--- src/core/uff_pkg.sv ---
/*
 Package for the upstream frame fragmenter: register offsets, field
 positions, reset values, state encodings and timing constants.
 Assumes a 100 MHz APB clock and 32-bit register words.
*/
package uff_pkg;
	// Register byte offsets
	localparam logic [7:0] UFF_CTRL = 8'h00;
	localparam logic [7:0] UFF_FRAME = 8'h04;
	localparam logic [7:0] UFF_GRANT = 8'h08;
	localparam logic [7:0] UFF_STAT = 8'h0C;
	localparam logic [7:0] UFF_IRQ = 8'h10;
	localparam logic [7:0] UFF_MASK = 8'h14;
	localparam logic [7:0] UFF_FRAG = 8'h18;
	localparam logic [7:0] UFF_REQ = 8'h1C;
	localparam logic [7:0] UFF_RETRY = 8'h20;
	// Control field positions
	localparam int UFF_C_MODEM_EN = 0;
	localparam int UFF_C_FLOW_EN = 1;
	localparam int UFF_C_ENCRYPT = 2;
	localparam int UFF_C_START = 3;
	// Grant word field positions
	localparam int UFF_G_LEN_LSB = 0;
	localparam int UFF_G_PEND = 16;
	localparam int UFF_G_IMM = 17;
	localparam int UFF_G_MORE = 18;
	// Interrupt status bit positions
	localparam int UFF_I_FRAG = 0;
	localparam int UFF_I_DONE = 1;
	localparam int UFF_I_DROP = 2;
	localparam int UFF_I_REQ = 3;
	localparam int UFF_IRQ_W = 4;
	// Sizes and reset values
	localparam logic [15:0] UFF_FRAG_OVH = 16'h0010;
	localparam logic [15:0] UFF_PHY_OVH_RST = 16'h0008;
	localparam logic [3:0] UFF_RETRY_RST = 4'h4;
	localparam logic [15:0] UFF_ACK_RST = 16'h03E8;
	// Link timing
	localparam int UFF_CLK_MHZ = 100;
	localparam int UFF_BACKOFF_NS = 200;
	localparam int UFF_BACKOFF_CYC = (UFF_BACKOFF_NS * UFF_CLK_MHZ + 999) / 1000;
	typedef enum logic [4:0] {
		UFF_IDLE = 5'b00001,
		UFF_WAIT = 5'b00010,
		UFF_SEND = 5'b00100,
		UFF_BACK = 5'b01000,
		UFF_DROP = 5'b10000
	} uff_state_t;
endpackage

--- src/core/uff_fragmenter.sv ---
/*
 Upstream frame fragmenter, modem side. Software loads a frame length and
 starts a request; grant map entries arrive as APB writes of the grant word.
 A used grant yields one transmit descriptor (payload length, flags, sequence,
 piggyback size, encryption span). Assumes one clock and APB from software.
*/
// Behaviour
// Headend enables fragmentation per modem, then per flow by policy setting.
// Fragmenting starts only on an enabled flow given fewer slots than asked.
// Partial grant is filled with largest payload after all overheads.
// With no later grant or pending entry, piggyback a request on the fragment.
// While fragmenting, piggyback travels in the privacy extension header.
// Remainder request covers remaining frame plus 16 bytes plus physical overhead.
// No grant within acknowledgement time: back off, re-request, up to threshold.
// Past the retry threshold, drop all untransmitted frame data.
// First fragment F=1 L=0, middle both clear, last L=1 F=0.
// Sequence number rises by one per transmitted fragment.
// Encryption per fragment, from after header check through fragment CRC.
// Never fragment a frame sent in an immediate request-with-data region.
// Fragment is frame slice between fixed header and fragment CRC.
// Untransmitted portion is whole frame, then the unsent remainder.
// With grants already queued, the piggyback field is zero.
// Multiple-grant headend repeats zero-length pending entries until granting.
// Grant large enough with no fragmentation in progress: send unfragmented.
module uff_fragmenter
	import uff_pkg::*;
#(
	parameter logic [15:0] ACK_CYCLES = UFF_ACK_RST // Acknowledgement time in cycles
) (
	input wire logic pclk, // APB clock
	input wire logic presetn, // Async reset, active low
	input wire logic psel, // APB select
	input wire logic penable, // APB enable
	input wire logic pwrite, // APB direction
	input wire logic [31:0] paddr, // APB address
	input wire logic [31:0] pwdata, // APB write data
	output logic [31:0] prdata, // APB read data
	output logic pready, // APB ready
	output logic pslverr, // APB error
	output logic irq, // Level interrupt
	output logic tx_valid, // Descriptor pulse
	output logic [15:0] tx_payload, // Frame bytes in this burst
	output logic tx_frag, // Fragment header present
	output logic tx_first, // First flag
	output logic tx_last, // Last flag
	output logic [3:0] tx_seq, // Fragment sequence
	output logic [15:0] tx_piggy, // Piggyback request bytes
	output logic tx_piggy_ehdr, // Piggyback in privacy extension header
	output logic tx_encrypt, // Encrypt header check to CRC
	output logic req_valid, // Bandwidth request pulse
	output logic [15:0] req_bytes // Requested bytes
);
	import uff_pkg::*;

	uff_state_t state_q;
	logic [3:0] ctrl_q;
	logic [15:0] remain_q;
	logic [15:0] phy_q;
	logic [3:0] retry_max_q;
	logic [3:0] retry_q;
	logic [15:0] timer_q;
	logic [15:0] backoff_q;
	logic fragging_q;
	logic [UFF_IRQ_W-1:0] stat_q;
	logic [UFF_IRQ_W-1:0] mask_q;
	logic [UFF_IRQ_W-1:0] ev;
	logic wr, rd, hit_grant, start;
	logic frag_on, partial;
	logic [15:0] glen, cap, need_full, need_rem;
	logic [7:0] a;
	logic rd_ack_q;

	// APB decode: writes answer at once, reads one cycle later
	assign a = paddr[7:0];
	assign wr = psel && penable && pwrite;
	assign rd = psel && penable && !pwrite;
	assign pready = !rd || rd_ack_q; // Read data is registered first
	assign pslverr = psel && penable && (paddr[31:6] != 26'h0 || a[1:0] != 2'h0 || a > UFF_RETRY);
	assign start = wr && a == UFF_CTRL && pwdata[UFF_C_START] && state_q == UFF_IDLE;
	assign hit_grant = wr && a == UFF_GRANT && state_q == UFF_WAIT;
	assign glen = pwdata[UFF_G_LEN_LSB +: 16];

	// Fragmentation allowed only when both enables set
	assign frag_on = ctrl_q[UFF_C_MODEM_EN] && ctrl_q[UFF_C_FLOW_EN];
	// Need for whole frame and for a fragmented remainder
	assign need_full = 16'(remain_q + phy_q);
	assign need_rem = 16'(remain_q + UFF_FRAG_OVH + phy_q);
	assign cap = (glen > 16'(UFF_FRAG_OVH + phy_q)) ? 16'(glen - UFF_FRAG_OVH - phy_q) : 16'h0000;
	// Partial grant: fragmenting and remainder does not fit, or new frame short
	assign partial = fragging_q ? (glen < need_rem) : (glen < need_full);

	// Control and configuration registers
	always_ff @(posedge pclk or negedge presetn) begin
		if (!presetn) begin
			ctrl_q <= 4'h0;
			phy_q <= UFF_PHY_OVH_RST;
			retry_max_q <= UFF_RETRY_RST;
		end else if (wr) begin
			if (a == UFF_CTRL) begin
				ctrl_q <= {1'b0, pwdata[2:0]};
			end
			if (a == UFF_RETRY) begin
				retry_max_q <= pwdata[3:0];
				phy_q <= pwdata[31:16];
			end
		end
	end

	// Main sequencer
	always_ff @(posedge pclk or negedge presetn) begin
		if (!presetn) begin
			state_q <= UFF_IDLE;
			remain_q <= 16'h0000;
			fragging_q <= 1'b0;
			retry_q <= 4'h0;
			timer_q <= 16'h0000;
			backoff_q <= 16'h0000;
			tx_valid <= 1'b0;
			tx_payload <= 16'h0000;
			tx_frag <= 1'b0;
			tx_first <= 1'b0;
			tx_last <= 1'b0;
			tx_seq <= 4'h0;
			tx_piggy <= 16'h0000;
			tx_piggy_ehdr <= 1'b0;
			tx_encrypt <= 1'b0;
			req_valid <= 1'b0;
			req_bytes <= 16'h0000;
		end else begin
			tx_valid <= 1'b0;
			req_valid <= 1'b0;
			case (state_q)
				UFF_IDLE: begin
					if (start) begin
						remain_q <= 16'(pwdata[31:16]);
						fragging_q <= 1'b0;
						retry_q <= 4'h0;
						timer_q <= ACK_CYCLES;
						req_valid <= 1'b1;
						req_bytes <= 16'(pwdata[31:16] + phy_q);
						state_q <= UFF_WAIT;
					end
				end
				UFF_WAIT: begin
					if (hit_grant) begin
						timer_q <= ACK_CYCLES;
						if (pwdata[UFF_G_PEND] && glen == 16'h0000) begin
							// Pending entry only: keep waiting, reload timer
						end else if (partial && frag_on && !pwdata[UFF_G_IMM]) begin
							tx_valid <= 1'b1;
							tx_frag <= 1'b1;
							tx_payload <= (cap < remain_q) ? cap : remain_q;
							tx_first <= !fragging_q;
							tx_last <= 1'b0;
							tx_seq <= fragging_q ? 4'(tx_seq + 4'h1) : 4'h0;
							tx_encrypt <= ctrl_q[UFF_C_ENCRYPT];
							tx_piggy_ehdr <= 1'b1;
							// Piggyback only if no later grant is queued
							tx_piggy <= pwdata[UFF_G_MORE] ? 16'h0000 :
								16'(remain_q - cap + UFF_FRAG_OVH + phy_q);
							remain_q <= 16'(remain_q - cap);
							fragging_q <= 1'b1;
							retry_q <= 4'h0;
						end else if (!partial) begin
							// Whole frame or final fragment; a short grant is left unused
							tx_valid <= 1'b1;
							tx_payload <= remain_q;
							tx_frag <= fragging_q;
							tx_first <= 1'b0;
							tx_last <= fragging_q;
							tx_seq <= fragging_q ? 4'(tx_seq + 4'h1) : 4'h0;
							tx_encrypt <= ctrl_q[UFF_C_ENCRYPT];
							tx_piggy <= 16'h0000;
							tx_piggy_ehdr <= 1'b0;
							remain_q <= 16'h0000;
							fragging_q <= 1'b0;
							state_q <= UFF_IDLE;
						end
					end else if (timer_q == 16'h0000) begin
						if (retry_q >= retry_max_q) begin
							state_q <= UFF_DROP;
						end else begin
							retry_q <= 4'(retry_q + 4'h1);
							backoff_q <= 16'(UFF_BACKOFF_CYC * (retry_q + 1));
							state_q <= UFF_BACK;
						end
					end else begin
						timer_q <= 16'(timer_q - 16'h0001);
					end
				end
				UFF_BACK: begin
					if (backoff_q == 16'h0000) begin
						req_valid <= 1'b1;
						req_bytes <= fragging_q ? need_rem : need_full;
						timer_q <= ACK_CYCLES;
						state_q <= UFF_WAIT;
					end else begin
						backoff_q <= 16'(backoff_q - 16'h0001);
					end
				end
				UFF_DROP: begin
					remain_q <= 16'h0000;
					fragging_q <= 1'b0;
					state_q <= UFF_IDLE;
				end
				default: begin
					state_q <= UFF_IDLE;
				end
			endcase
		end
	end

	// Events: set wins over write-one-clear
	assign ev[UFF_I_FRAG] = tx_valid && tx_frag;
	assign ev[UFF_I_DONE] = tx_valid && (!tx_frag || tx_last);
	assign ev[UFF_I_DROP] = state_q == UFF_DROP;
	assign ev[UFF_I_REQ] = req_valid;
	always_ff @(posedge pclk or negedge presetn) begin
		if (!presetn) begin
			stat_q <= '0;
			mask_q <= '0;
		end else begin
			stat_q <= (stat_q & ~((wr && a == UFF_IRQ) ? pwdata[UFF_IRQ_W-1:0] : '0)) | ev;
			if (wr && a == UFF_MASK) begin
				mask_q <= pwdata[UFF_IRQ_W-1:0];
			end
		end
	end
	assign irq = |(stat_q & mask_q);

	// Read data registered in the first access cycle, answered in the next
	always_ff @(posedge pclk or negedge presetn) begin
		if (!presetn) begin
			rd_ack_q <= 1'b0;
			prdata <= 32'h0000_0000;
		end else begin
			rd_ack_q <= rd && !rd_ack_q;
			if (rd && !rd_ack_q) begin
				case (a)
					UFF_CTRL: prdata <= {28'h0, ctrl_q};
					UFF_FRAME: prdata <= {16'h0, remain_q};
					UFF_STAT: prdata <= {8'h0, retry_q, 3'h0, fragging_q, 11'h0, state_q};
					UFF_IRQ: prdata <= {28'h0, stat_q};
					UFF_MASK: prdata <= {28'h0, mask_q};
					UFF_FRAG: prdata <= {12'h0, tx_seq, tx_payload};
					UFF_REQ: prdata <= {16'h0, req_bytes};
					UFF_RETRY: prdata <= {phy_q, 12'h0, retry_max_q};
					default: prdata <= 32'h0000_0000;
				endcase
			end
		end
	end

	// Checks on flags, sizes and the retry sequence
	a_first_flags: assert property (@(posedge pclk) disable iff (!presetn)
		tx_valid && tx_first |-> tx_frag && !tx_last) else $error("first flag wrong");
	a_last_flags: assert property (@(posedge pclk) disable iff (!presetn)
		tx_valid && tx_last |-> !tx_first) else $error("last flag wrong");
	a_seq_step: assert property (@(posedge pclk) disable iff (!presetn)
		tx_valid && tx_frag && !tx_first |-> tx_seq == 4'($past(tx_seq) + 4'h1))
		else $error("sequence skip");
	a_first_seq: assert property (@(posedge pclk) disable iff (!presetn)
		tx_valid && tx_first |-> tx_seq == 4'h0) else $error("first sequence not zero");
	a_piggy_ehdr: assert property (@(posedge pclk) disable iff (!presetn)
		tx_valid && tx_piggy != 16'h0 |-> tx_piggy_ehdr && tx_frag) else $error("piggy place");
	a_piggy_size: assert property (@(posedge pclk) disable iff (!presetn)
		tx_valid && tx_piggy != 16'h0 |-> tx_piggy == 16'(remain_q + UFF_FRAG_OVH + phy_q))
		else $error("piggy size");
	a_partial_fill: assert property (@(posedge pclk) disable iff (!presetn)
		hit_grant && partial && frag_on && !pwdata[UFF_G_IMM]
		&& glen > 16'(UFF_FRAG_OVH + phy_q)
		|=> tx_valid && tx_frag && tx_payload == 16'($past(glen) - UFF_FRAG_OVH - phy_q))
		else $error("partial grant not filled");
	a_whole_plain: assert property (@(posedge pclk) disable iff (!presetn)
		tx_valid && !tx_frag |-> !tx_first && !tx_last && tx_piggy == 16'h0)
		else $error("whole frame flagged");
	a_start_req: assert property (@(posedge pclk) disable iff (!presetn)
		start |=> req_valid && req_bytes == 16'($past(pwdata[31:16]) + phy_q))
		else $error("first request size");
	a_no_imm_frag: assert property (@(posedge pclk) disable iff (!presetn)
		hit_grant && pwdata[UFF_G_IMM] |=> !(tx_valid && tx_frag && !tx_last))
		else $error("immediate fragmented");
	a_queued_zero: assert property (@(posedge pclk) disable iff (!presetn)
		hit_grant && pwdata[UFF_G_MORE] |=> tx_piggy == 16'h0) else $error("piggy queued");
	a_ack_retry: assert property (@(posedge pclk) disable iff (!presetn)
		state_q == UFF_WAIT && !hit_grant && timer_q == 16'h0 && retry_q < retry_max_q
		|=> state_q == UFF_BACK) else $error("no backoff after timeout");
	a_backoff_req: assert property (@(posedge pclk) disable iff (!presetn)
		state_q == UFF_BACK && backoff_q == 16'h0 |=> req_valid) else $error("no re-request");
	a_drop_clear: assert property (@(posedge pclk) disable iff (!presetn)
		state_q == UFF_DROP |=> remain_q == 16'h0 && state_q == UFF_IDLE)
		else $error("drop left data");
	a_drop_limit: assert property (@(posedge pclk) disable iff (!presetn)
		state_q == UFF_WAIT && !hit_grant && timer_q == 16'h0 && retry_q >= retry_max_q
		|=> state_q == UFF_DROP) else $error("no drop at retry limit");
	a_retry_bound: assert property (@(posedge pclk) disable iff (!presetn)
		state_q == UFF_BACK |-> retry_q <= retry_max_q && retry_q != 4'h0)
		else $error("retry bound");
	c_backoff: cover property (@(posedge pclk) disable iff (!presetn) state_q == UFF_BACK);
	c_fragment: cover property (@(posedge pclk) disable iff (!presetn) tx_valid && tx_first);
	c_last: cover property (@(posedge pclk) disable iff (!presetn) tx_valid && tx_last);
	c_whole: cover property (@(posedge pclk) disable iff (!presetn) tx_valid && !tx_frag);
	c_drop: cover property (@(posedge pclk) disable iff (!presetn) state_q == UFF_DROP);
endmodule

--- config.mk ---
export PLATFORM = sky130hd
export DESIGN_NAME = uff_fragmenter
export DESIGN_NICKNAME = d
export VERILOG_FILES = /design/src/core/uff_pkg.sv /design/src/core/uff_fragmenter.sv
export SDC_FILE = /design/constraint.sdc
export NUM_CORES = 1
export LEC_CHECK = 0
export BUFFER_PORTS_ARGS = -buffer_cell sky130_fd_sc_hd__buf_4
export CORE_MARGIN = 4
export CORE_UTILIZATION = 55
export CTS_CLUSTER_DIAMETER = 80
export DETAILED_ROUTE_END_ITERATION = 8
export PLACE_DENSITY = 0.81
export SYNTH_ARGS = -nofsm -noshare
export SYNTH_HDL_FRONTEND = slang
export SYNTH_SLANG_ARGS = --single-unit
--- constraint.sdc ---
create_clock -name pclk -period 6.31 [get_ports pclk]
set_clock_uncertainty 0.15 [all_clocks]
set_input_delay 1.262 -clock pclk [delete_from_list [all_inputs] [get_ports pclk]]
set_output_delay 1.262 -clock pclk [all_outputs]
set_load 0.02 [all_outputs]
# Yosys cells after proc, flatten, opt, wreduce, memory -nomap -nowiden
# Index checks and enable logic that the tools add are counted.
[op_classes] n_addsub=15 mul=1 n_lt_le_gt_ge=6 eq_ne=29 muxes=68 n_bitwise=5 reduce_logical=49
[ops] operator="two-way mux 16 bit" n=22
[ops] operator="case mux 32 bit (8 select lines)" n=1
[ops] operator="case mux 16 bit (3 select lines)" n=2
[ops] operator="adder 16 bit" n=4
[ops] operator="case mux 16 bit (2 select lines)" n=2
[ops] operator="logical NOT 16 bit" n=3
[ops] operator="< comparator 16 bit" n=3
[ops] operator="two-way mux 4 bit" n=10
[ops] operator="two-way mux 5 bit" n=8
[ops] operator="adder 16 x 5 -> 16 bit (second input constant)" n=2
[ops] operator="== test 8 x 5 -> 1 bit (second input constant)" n=4
[ops] operator="subtractor 16 x 1 -> 16 bit (second input constant)" n=2
[ops] operator="subtractor 16 bit" n=2
[ops] operator="nonzero test 26 bit" n=1
[ops] operator="two-way mux 1 bit" n=19
[ops] operator="logical AND 1 bit" n=18
[ops] operator="adder 5 x 16 -> 16 bit (first input constant)" n=1
[ops] operator="== test 8 x 4 -> 1 bit (second input constant)" n=2
[ops] operator="greater-than comparator 16 bit" n=1
[ops] operator="subtractor 16 x 5 -> 16 bit (second input constant)" n=1
[ops] operator="inequality test 3 bit (second input constant)" n=5
[ops] operator="case mux 5 bit (3 select lines)" n=1
[ops] operator="inequality test 2 bit (second input constant)" n=7
[ops] operator="AND reduction 6 bit" n=2
[ops] operator="30 further kinds" n=50
[word_totals] ff_bits=181 output_inout_bits=94 wordCells=197

# Depth between registers and ports, before layout
[logic_depth] word_depth=10 depth_mapped=31 depth_no_buf=30

# Least setup slack after synthesis
# OpenSTA, ideal clock, no wires.
[synth_timing] kind="input-to-reg" start="input pwdata[0]" end="register tx_piggy[14]" setup_time_ps=121 t_arrival_ps=6061 required_time_ps=6039 slack_ps=-22 cell_stages=28 path_buffers=2 cell_sequence="inv_1 > ha_1 > inv_1 > fa_1 > a31oi_1 > nor2_1 > o211ai_1 > a21boi_0 > o21a_1 > clkbuf_1 > buf_1 > nand2_1 > fa_1 > nand3_1 > a21oi_1 > nor2b_1 > o21ai_0 > a21o_1 > a21oi_1 > xnor2_1 > ha_1 > ha_1 > and2_1 > a22o_1 > or3b_1 > a31oi_1 > xnor2_1 > a22o_1"
[synth_via] elab_chain_cells=8 word_cells_on_any_way=19
[synth_rtl] element="start: declaration" line_no="uff_fragmenter.sv:36" source="input wire logic [31:0] pwdata,"
[synth_rtl] element="subtractor 16 x 5 -> 16 bit" line_no="uff_fragmenter.sv:88" source="assign cap = (glen > 16'(UFF_FRAG_OVH + phy_q)) ? 16'(glen - UFF_FRAG_OVH - phy_q) : 16'h0000;"
[synth_rtl] element="subtractor 16 bit" line_no="uff_fragmenter.sv:88"
[synth_rtl] element="two-way mux 16 bit" line_no="uff_fragmenter.sv:88"
[synth_rtl] element="subtractor 16 bit" line_no="uff_fragmenter.sv:160" source="16'(remain_q - cap + UFF_FRAG_OVH + phy_q);"
[synth_rtl] element="adder 16 x 5 -> 16 bit" line_no="uff_fragmenter.sv:160"
[synth_rtl] element="adder 16 bit" line_no="uff_fragmenter.sv:160"
[synth_rtl] element="two-way mux 16 bit" line_no="uff_fragmenter.sv:159" source="tx_piggy <= pwdata[UFF_G_MORE] ? 16'h0000 :"
[synth_rtl] element="two-way mux 16 bit" line_no="uff_fragmenter.sv:149" source="end else if (partial && frag_on && !pwdata[UFF_G_IMM]) begin"
[synth_rtl] element="end signal: assignment" line_no="uff_fragmenter.sv:159"
[synth_rtl] element="end: declaration" line_no="uff_fragmenter.sv:47" source="output logic [15:0] tx_piggy,"
# Parallel ways exist; a longest one is shown, timed or not.
# A chain may end at the register's enable or synchronous reset.

# Final worst setup path
[layout_timing] start="input pwdata[0]" end="register tx_piggy[15]"
# The elaborated chain is that of the path after synthesis.

==> flow_results.xml <==
<?xml version="1.0" encoding="UTF-8"?>
<metrics>
  <group name="logic_synthesis">
    <metric name="ys_dominant_reg_cell" unit="">sky130_fd_sc_hd__dfrtp_1</metric>
    <metric name="synth-seq-cells" unit="">180</metric>
    <metric name="synth-edff-count" unit="">0</metric>
    <metric name="synth_area" unit="µm²">14550</metric>
    <metric name="netlist-cell-type-count" unit="">85</metric>
    <metric name="postSynthCellCount" unit="">1569</metric>
    <metric name="synthesis.nets" unit="">1837</metric>
    <metric name="postSynth.asyncResetShare" unit="%">100.0</metric>
    <metric name="yosys_warnings" unit="">0</metric>
    <metric name="syn-mean-instance-area" unit="µm²">9.274</metric>
    <metric name="synth_seq_area_share" unit="%">30.98</metric>
  </group>
  <group name="critical_path">
    <metric name="critical_setup_path_class" unit="">in2reg</metric>
    <metric name="crit_top_cell" unit="">sky130_fd_sc_hd__ha_1</metric>
    <metric name="cp-end-kind" unit="">flip-flop</metric>
    <metric name="required_arrival_time_at_the_worst_endpoint" unit="ps">6500</metric>
    <metric name="critical_path.reg2reg.endpoint" unit="">tx_piggy[15]</metric>
    <metric name="critical_path.slowest_cell" unit="">sky130_fd_sc_hd__fa_1</metric>
    <metric name="critPathTopFamily" unit="">compound AO/OA/AOI/OAI gates</metric>
    <metric name="cp-startpoint" unit="">pwdata[0]</metric>
    <metric name="data_arrival_critical_path" unit="ps">6310</metric>
    <metric name="worstPathBufferInverterCount" unit="">5</metric>
    <metric name="critical_path_fanout_max" unit="">18</metric>
    <metric name="reg2regPathDepth" unit="">30</metric>
    <metric name="reg2reg_setup_slack" unit="ps">210</metric>
    <metric name="rr_startpoint" unit="">phy_q[4]</metric>
    <metric name="critical-path-max-stage-delay" unit="ps">380</metric>
    <metric name="start_kind" unit="">input port</metric>
  </group>
  <group name="global_route">
    <metric name="grt_start_max_net_pins" unit="">76</metric>
    <metric name="grt_overflow" unit="">0</metric>
    <metric name="initial_antenna_violation_count" unit="">0</metric>
    <metric name="track_usage" unit="%">32.35</metric>
    <metric name="vias_in_the_first_global_route" unit="">13780</metric>
    <metric name="grt_pass1_wl" unit="µm">73680</metric>
  </group>
  <group name="cts">
    <metric name="cts_tree" unit="">yes</metric>
    <metric name="ctsHoldBuffers" unit="">0</metric>
    <metric name="cts.clk_slew.worst_paths" unit="ps">80</metric>
    <metric name="cts.root.buffer_cell" unit="">sky130_fd_sc_hd__clkbuf_16</metric>
    <metric name="clk-insertion-delay-late" unit="ps">450</metric>
    <metric name="sinks_on_the_clock_net" unit="">180</metric>
    <metric name="cts-htree-levels" unit="">4</metric>
    <metric name="numCtsBuffers" unit="">17</metric>
    <metric name="clock_path_buffers" unit="">2</metric>
  </group>
  <group name="timing">
    <metric name="worst_pin_slew" unit="ps">1112</metric>
    <metric name="finalHoldViolations" unit="">0</metric>
    <metric name="report.final.setup_viol" unit="">0</metric>
    <metric name="final.period_utilization" unit="%">96.98</metric>
    <metric name="setup-tns-final" unit="ps">0</metric>
    <metric name="finalWorstPathRequiredPeriod" unit="ps">6120</metric>
    <metric name="max-slew-margin-rel" unit="%">25.31</metric>
    <metric name="worst_slack" unit="ps">190.4</metric>
    <metric name="max_freq" unit="GHz">0.1634</metric>
    <metric name="timing.hold.ws" unit="ps">316.0</metric>
    <metric name="report.final.slew_viol_count" unit="">0</metric>
  </group>
  <group name="placement">
    <metric name="io_buffers" unit="">162</metric>
    <metric name="routabilityCongestion" unit="">0.9826</metric>
    <metric name="dp_hpwl" unit="µm">36850</metric>
    <metric name="pre_cts_slack" unit="ps">-306.2</metric>
  </group>
  <group name="finish">
    <metric name="final_common_cell" unit="">sky130_fd_sc_hd__buf_4</metric>
    <metric name="mostFrequentLayoutCells" unit="">294 x sky130_fd_sc_hd__buf_4, 177 x sky130_fd_sc_hd__ha_1, 177 x sky130_fd_sc_hd__dfrtp_1</metric>
    <metric name="fillCellCount" unit="">2039</metric>
    <metric name="fraction_of_final_layout_cells_sized_beyond_drive_strength_1" unit="%">24.12</metric>
    <metric name="final_net_count" unit="">2109</metric>
    <metric name="ant_diodes" unit="">0</metric>
    <metric name="areaGrowthSynthToFinish" unit="%">22.69</metric>
  </group>
  <group name="hold_path">
    <metric name="min-delay-path-class" unit="">reg2reg</metric>
    <metric name="min-delay-start" unit="">req_valid</metric>
    <metric name="min_delay_path_depth" unit="">1</metric>
    <metric name="timing.hold.worst_endpoint" unit="">stat_q[3]</metric>
  </group>
  <group name="floorplan">
    <metric name="die_h" unit="µm">170.7</metric>
    <metric name="top_level_ports" unit="">163</metric>
    <metric name="placementRows" unit="">59</metric>
    <metric name="effective_utilization_at_floorplan" unit="%">55.84</metric>
    <metric name="die_width" unit="µm">170.7</metric>
    <metric name="die_area" unit="µm²">29120</metric>
    <metric name="core_area" unit="µm²">26060</metric>
  </group>
  <group name="pwr">
    <metric name="post-layout-total-power" unit="mW">4.107</metric>
    <metric name="power.ir.vdd_worst" unit="V">0.0001786</metric>
    <metric name="power_per_cell_area" unit="nW/µm²">230.0</metric>
    <metric name="total_leakage_power" unit="nW">8.661</metric>
  </group>
  <group name="route">
    <metric name="via_per_inst" unit="">6.281</metric>
    <metric name="drt.antenna.violating_nets" unit="">0</metric>
    <metric name="detail_route.wirelength" unit="µm">47630</metric>
    <metric name="routed-via-count" unit="">13740</metric>
    <metric name="drtIter0Drc" unit="">1406</metric>
    <metric name="drc" unit="">0</metric>
    <metric name="avgRoutedWirePerCell" unit="µm">21.77</metric>
    <metric name="router_iterations_before_antenna_repair" unit="">8</metric>
  </group>
  <group name="status">
    <metric name="run_status" unit="">complete, no violations</metric>
  </group>
  <group name="job">
    <metric name="max_cap_violations" unit="">0</metric>
  </group>
</metrics>
==> metal layers <==
metal | global-route usage [%] | vias up | share of wire, %
met5 | 0 | - | 0
met4 | 16.32 | 0 | 5.5
met3 | 6.169 | 169 | 8.2
met2 | 54.16 | 698 | 47
met1 | 40.04 | 6629 | 39
li1 | - | 6247 | -
==> layout make-up <==
type / count / area, µm² / share of cell area [%]
Sequential cell: 180 / 4508 / 25.25
Multi-Input combinational cell: 1239 / 9662 / 54.12
Clock buffer: 17 / 425.4 / 2.383
Inverter: 104 / 390.4 / 2.187
Clock inverter: 14 / 157.7 / 0.8831
Tap cell: 335 / 419.2 / 2.348
Timing Repair Buffer: 299 / 2290 / 12.83
==> kinds of logic after synthesis <==
kind of cell / after synthesis / share of synthesized area [%]
multiplexers: 66 / 4.910
XOR/XNOR: 112 / 6.836
AND/OR/NAND/NOR: 458 / 16.22
adder cells (fa/ha/maj): 199 / 18.20
AO/OA/AOI/OAI: 404 / 18.76
buffers and inverters: 150 / 4.093
flip-flops: 180 / 30.98
==> sequential cells by signal, summed over array words and instances (netlist names), 3 cells and up <==
| register | cells |
|---|---|
| retry_q | 4 |
| state_q | 4 |
| mask_q | 4 |
| remain_q | 16 |
| retry_max_q | 4 |
| prdata | 32 |
| timer_q | 16 |
| tx_seq | 4 |
| tx_payload | 16 |
| stat_q | 4 |
| ctrl_q | 3 |
| req_bytes | 16 |
| backoff_q | 16 |
| phy_q | 16 |
| tx_piggy | 16 |
==> synth_stat cells (12+ instances only) <==
cell type	number	area, µm²
sky130_fd_sc_hd__ha_1	178	2227
sky130_fd_sc_hd__dfrtp_1	177	4429
sky130_fd_sc_hd__nand2_1	137	514.2
sky130_fd_sc_hd__inv_1	101	379.1
sky130_fd_sc_hd__nor2_1	100	375.4
sky130_fd_sc_hd__a21oi_1	90	450.4
sky130_fd_sc_hd__o21ai_0	81	405.4
sky130_fd_sc_hd__xnor2_1	68	595.6
sky130_fd_sc_hd__mux2_2	43	484.2
sky130_fd_sc_hd__xor2_1	43	376.6
sky130_fd_sc_hd__a21o_1	40	300.3
sky130_fd_sc_hd__nand3_1	36	180.2
sky130_fd_sc_hd__nor3_1	34	170.2
sky130_fd_sc_hd__a22o_1	32	280.3
sky130_fd_sc_hd__clkbuf_1	27	101.4
sky130_fd_sc_hd__a31oi_1	25	156.4
sky130_fd_sc_hd__mux2i_1	23	230.2
sky130_fd_sc_hd__a22oi_1	21	157.7
sky130_fd_sc_hd__fa_1	21	420.4
sky130_fd_sc_hd__nand4_1	18	112.6
sky130_fd_sc_hd__and3_1	15	93.84
sky130_fd_sc_hd__nor2b_1	15	93.84
sky130_fd_sc_hd__nor4_1	15	93.84
sky130_fd_sc_hd__o21a_1	15	112.6
sky130_fd_sc_hd__nand2b_1	14	87.58
sky130_fd_sc_hd__a222oi_1	13	130.1
sky130_fd_sc_hd__or3_1	12	75.07
==> report_power, final <==
part,internal [mW],switching (mW),total [mW]
combinational,0.789,0.900,1.69
sequential,1.23,0.109,1.34
clock,0.529,0.548,1.08
==> worst register-to-register path: cells and delay by family (launching register included) <==
kind / cells / cell delay (ps)
simple gates: 4 / 680
compound gates: 14 / 2300
fa+ha+maj: 5 / 1340
xor+xnor: 3 / 470
flops: 1 / 430
buf+inv: 4 / 640
==> stage by stage <==
| stage | area (µm²) | instances | util (%) |
|---|---|---|---|
| 6_report | 17850 | 2188 | 68.51 |
| 5_1_grt | 17850 | 2188 | 68.51 |
| 4_1_cts | 17650 | 2183 | 67.72 |
| 3_5_place_dp | 17050 | 2152 | 65.44 |
| 3_3_place_gp | 17050 | 2152 | 65.44 |
| 2_1_floorplan | 14550 | 1569 | - |
==> worst max-delay path by stage <==
stage / to / cells past startpoint
after global placement: tx_piggy[14] / 28
after global routing: tx_piggy[15] / 29
final: tx_piggy[15] / 29
after CTS: tx_piggy[14] / 27
after detailed placement: tx_piggy[14] / 24
after floorplan: tx_piggy[14] / 28
==> repair_timing <==
action / CTS / global route
endpoints found under the setup margin: 1 / 6
setup buffers: 0 / 5
pin swaps: 0 / 17
resized for setup: 2 / 40
Note: power is estimated with default switching activity, not from simulation.
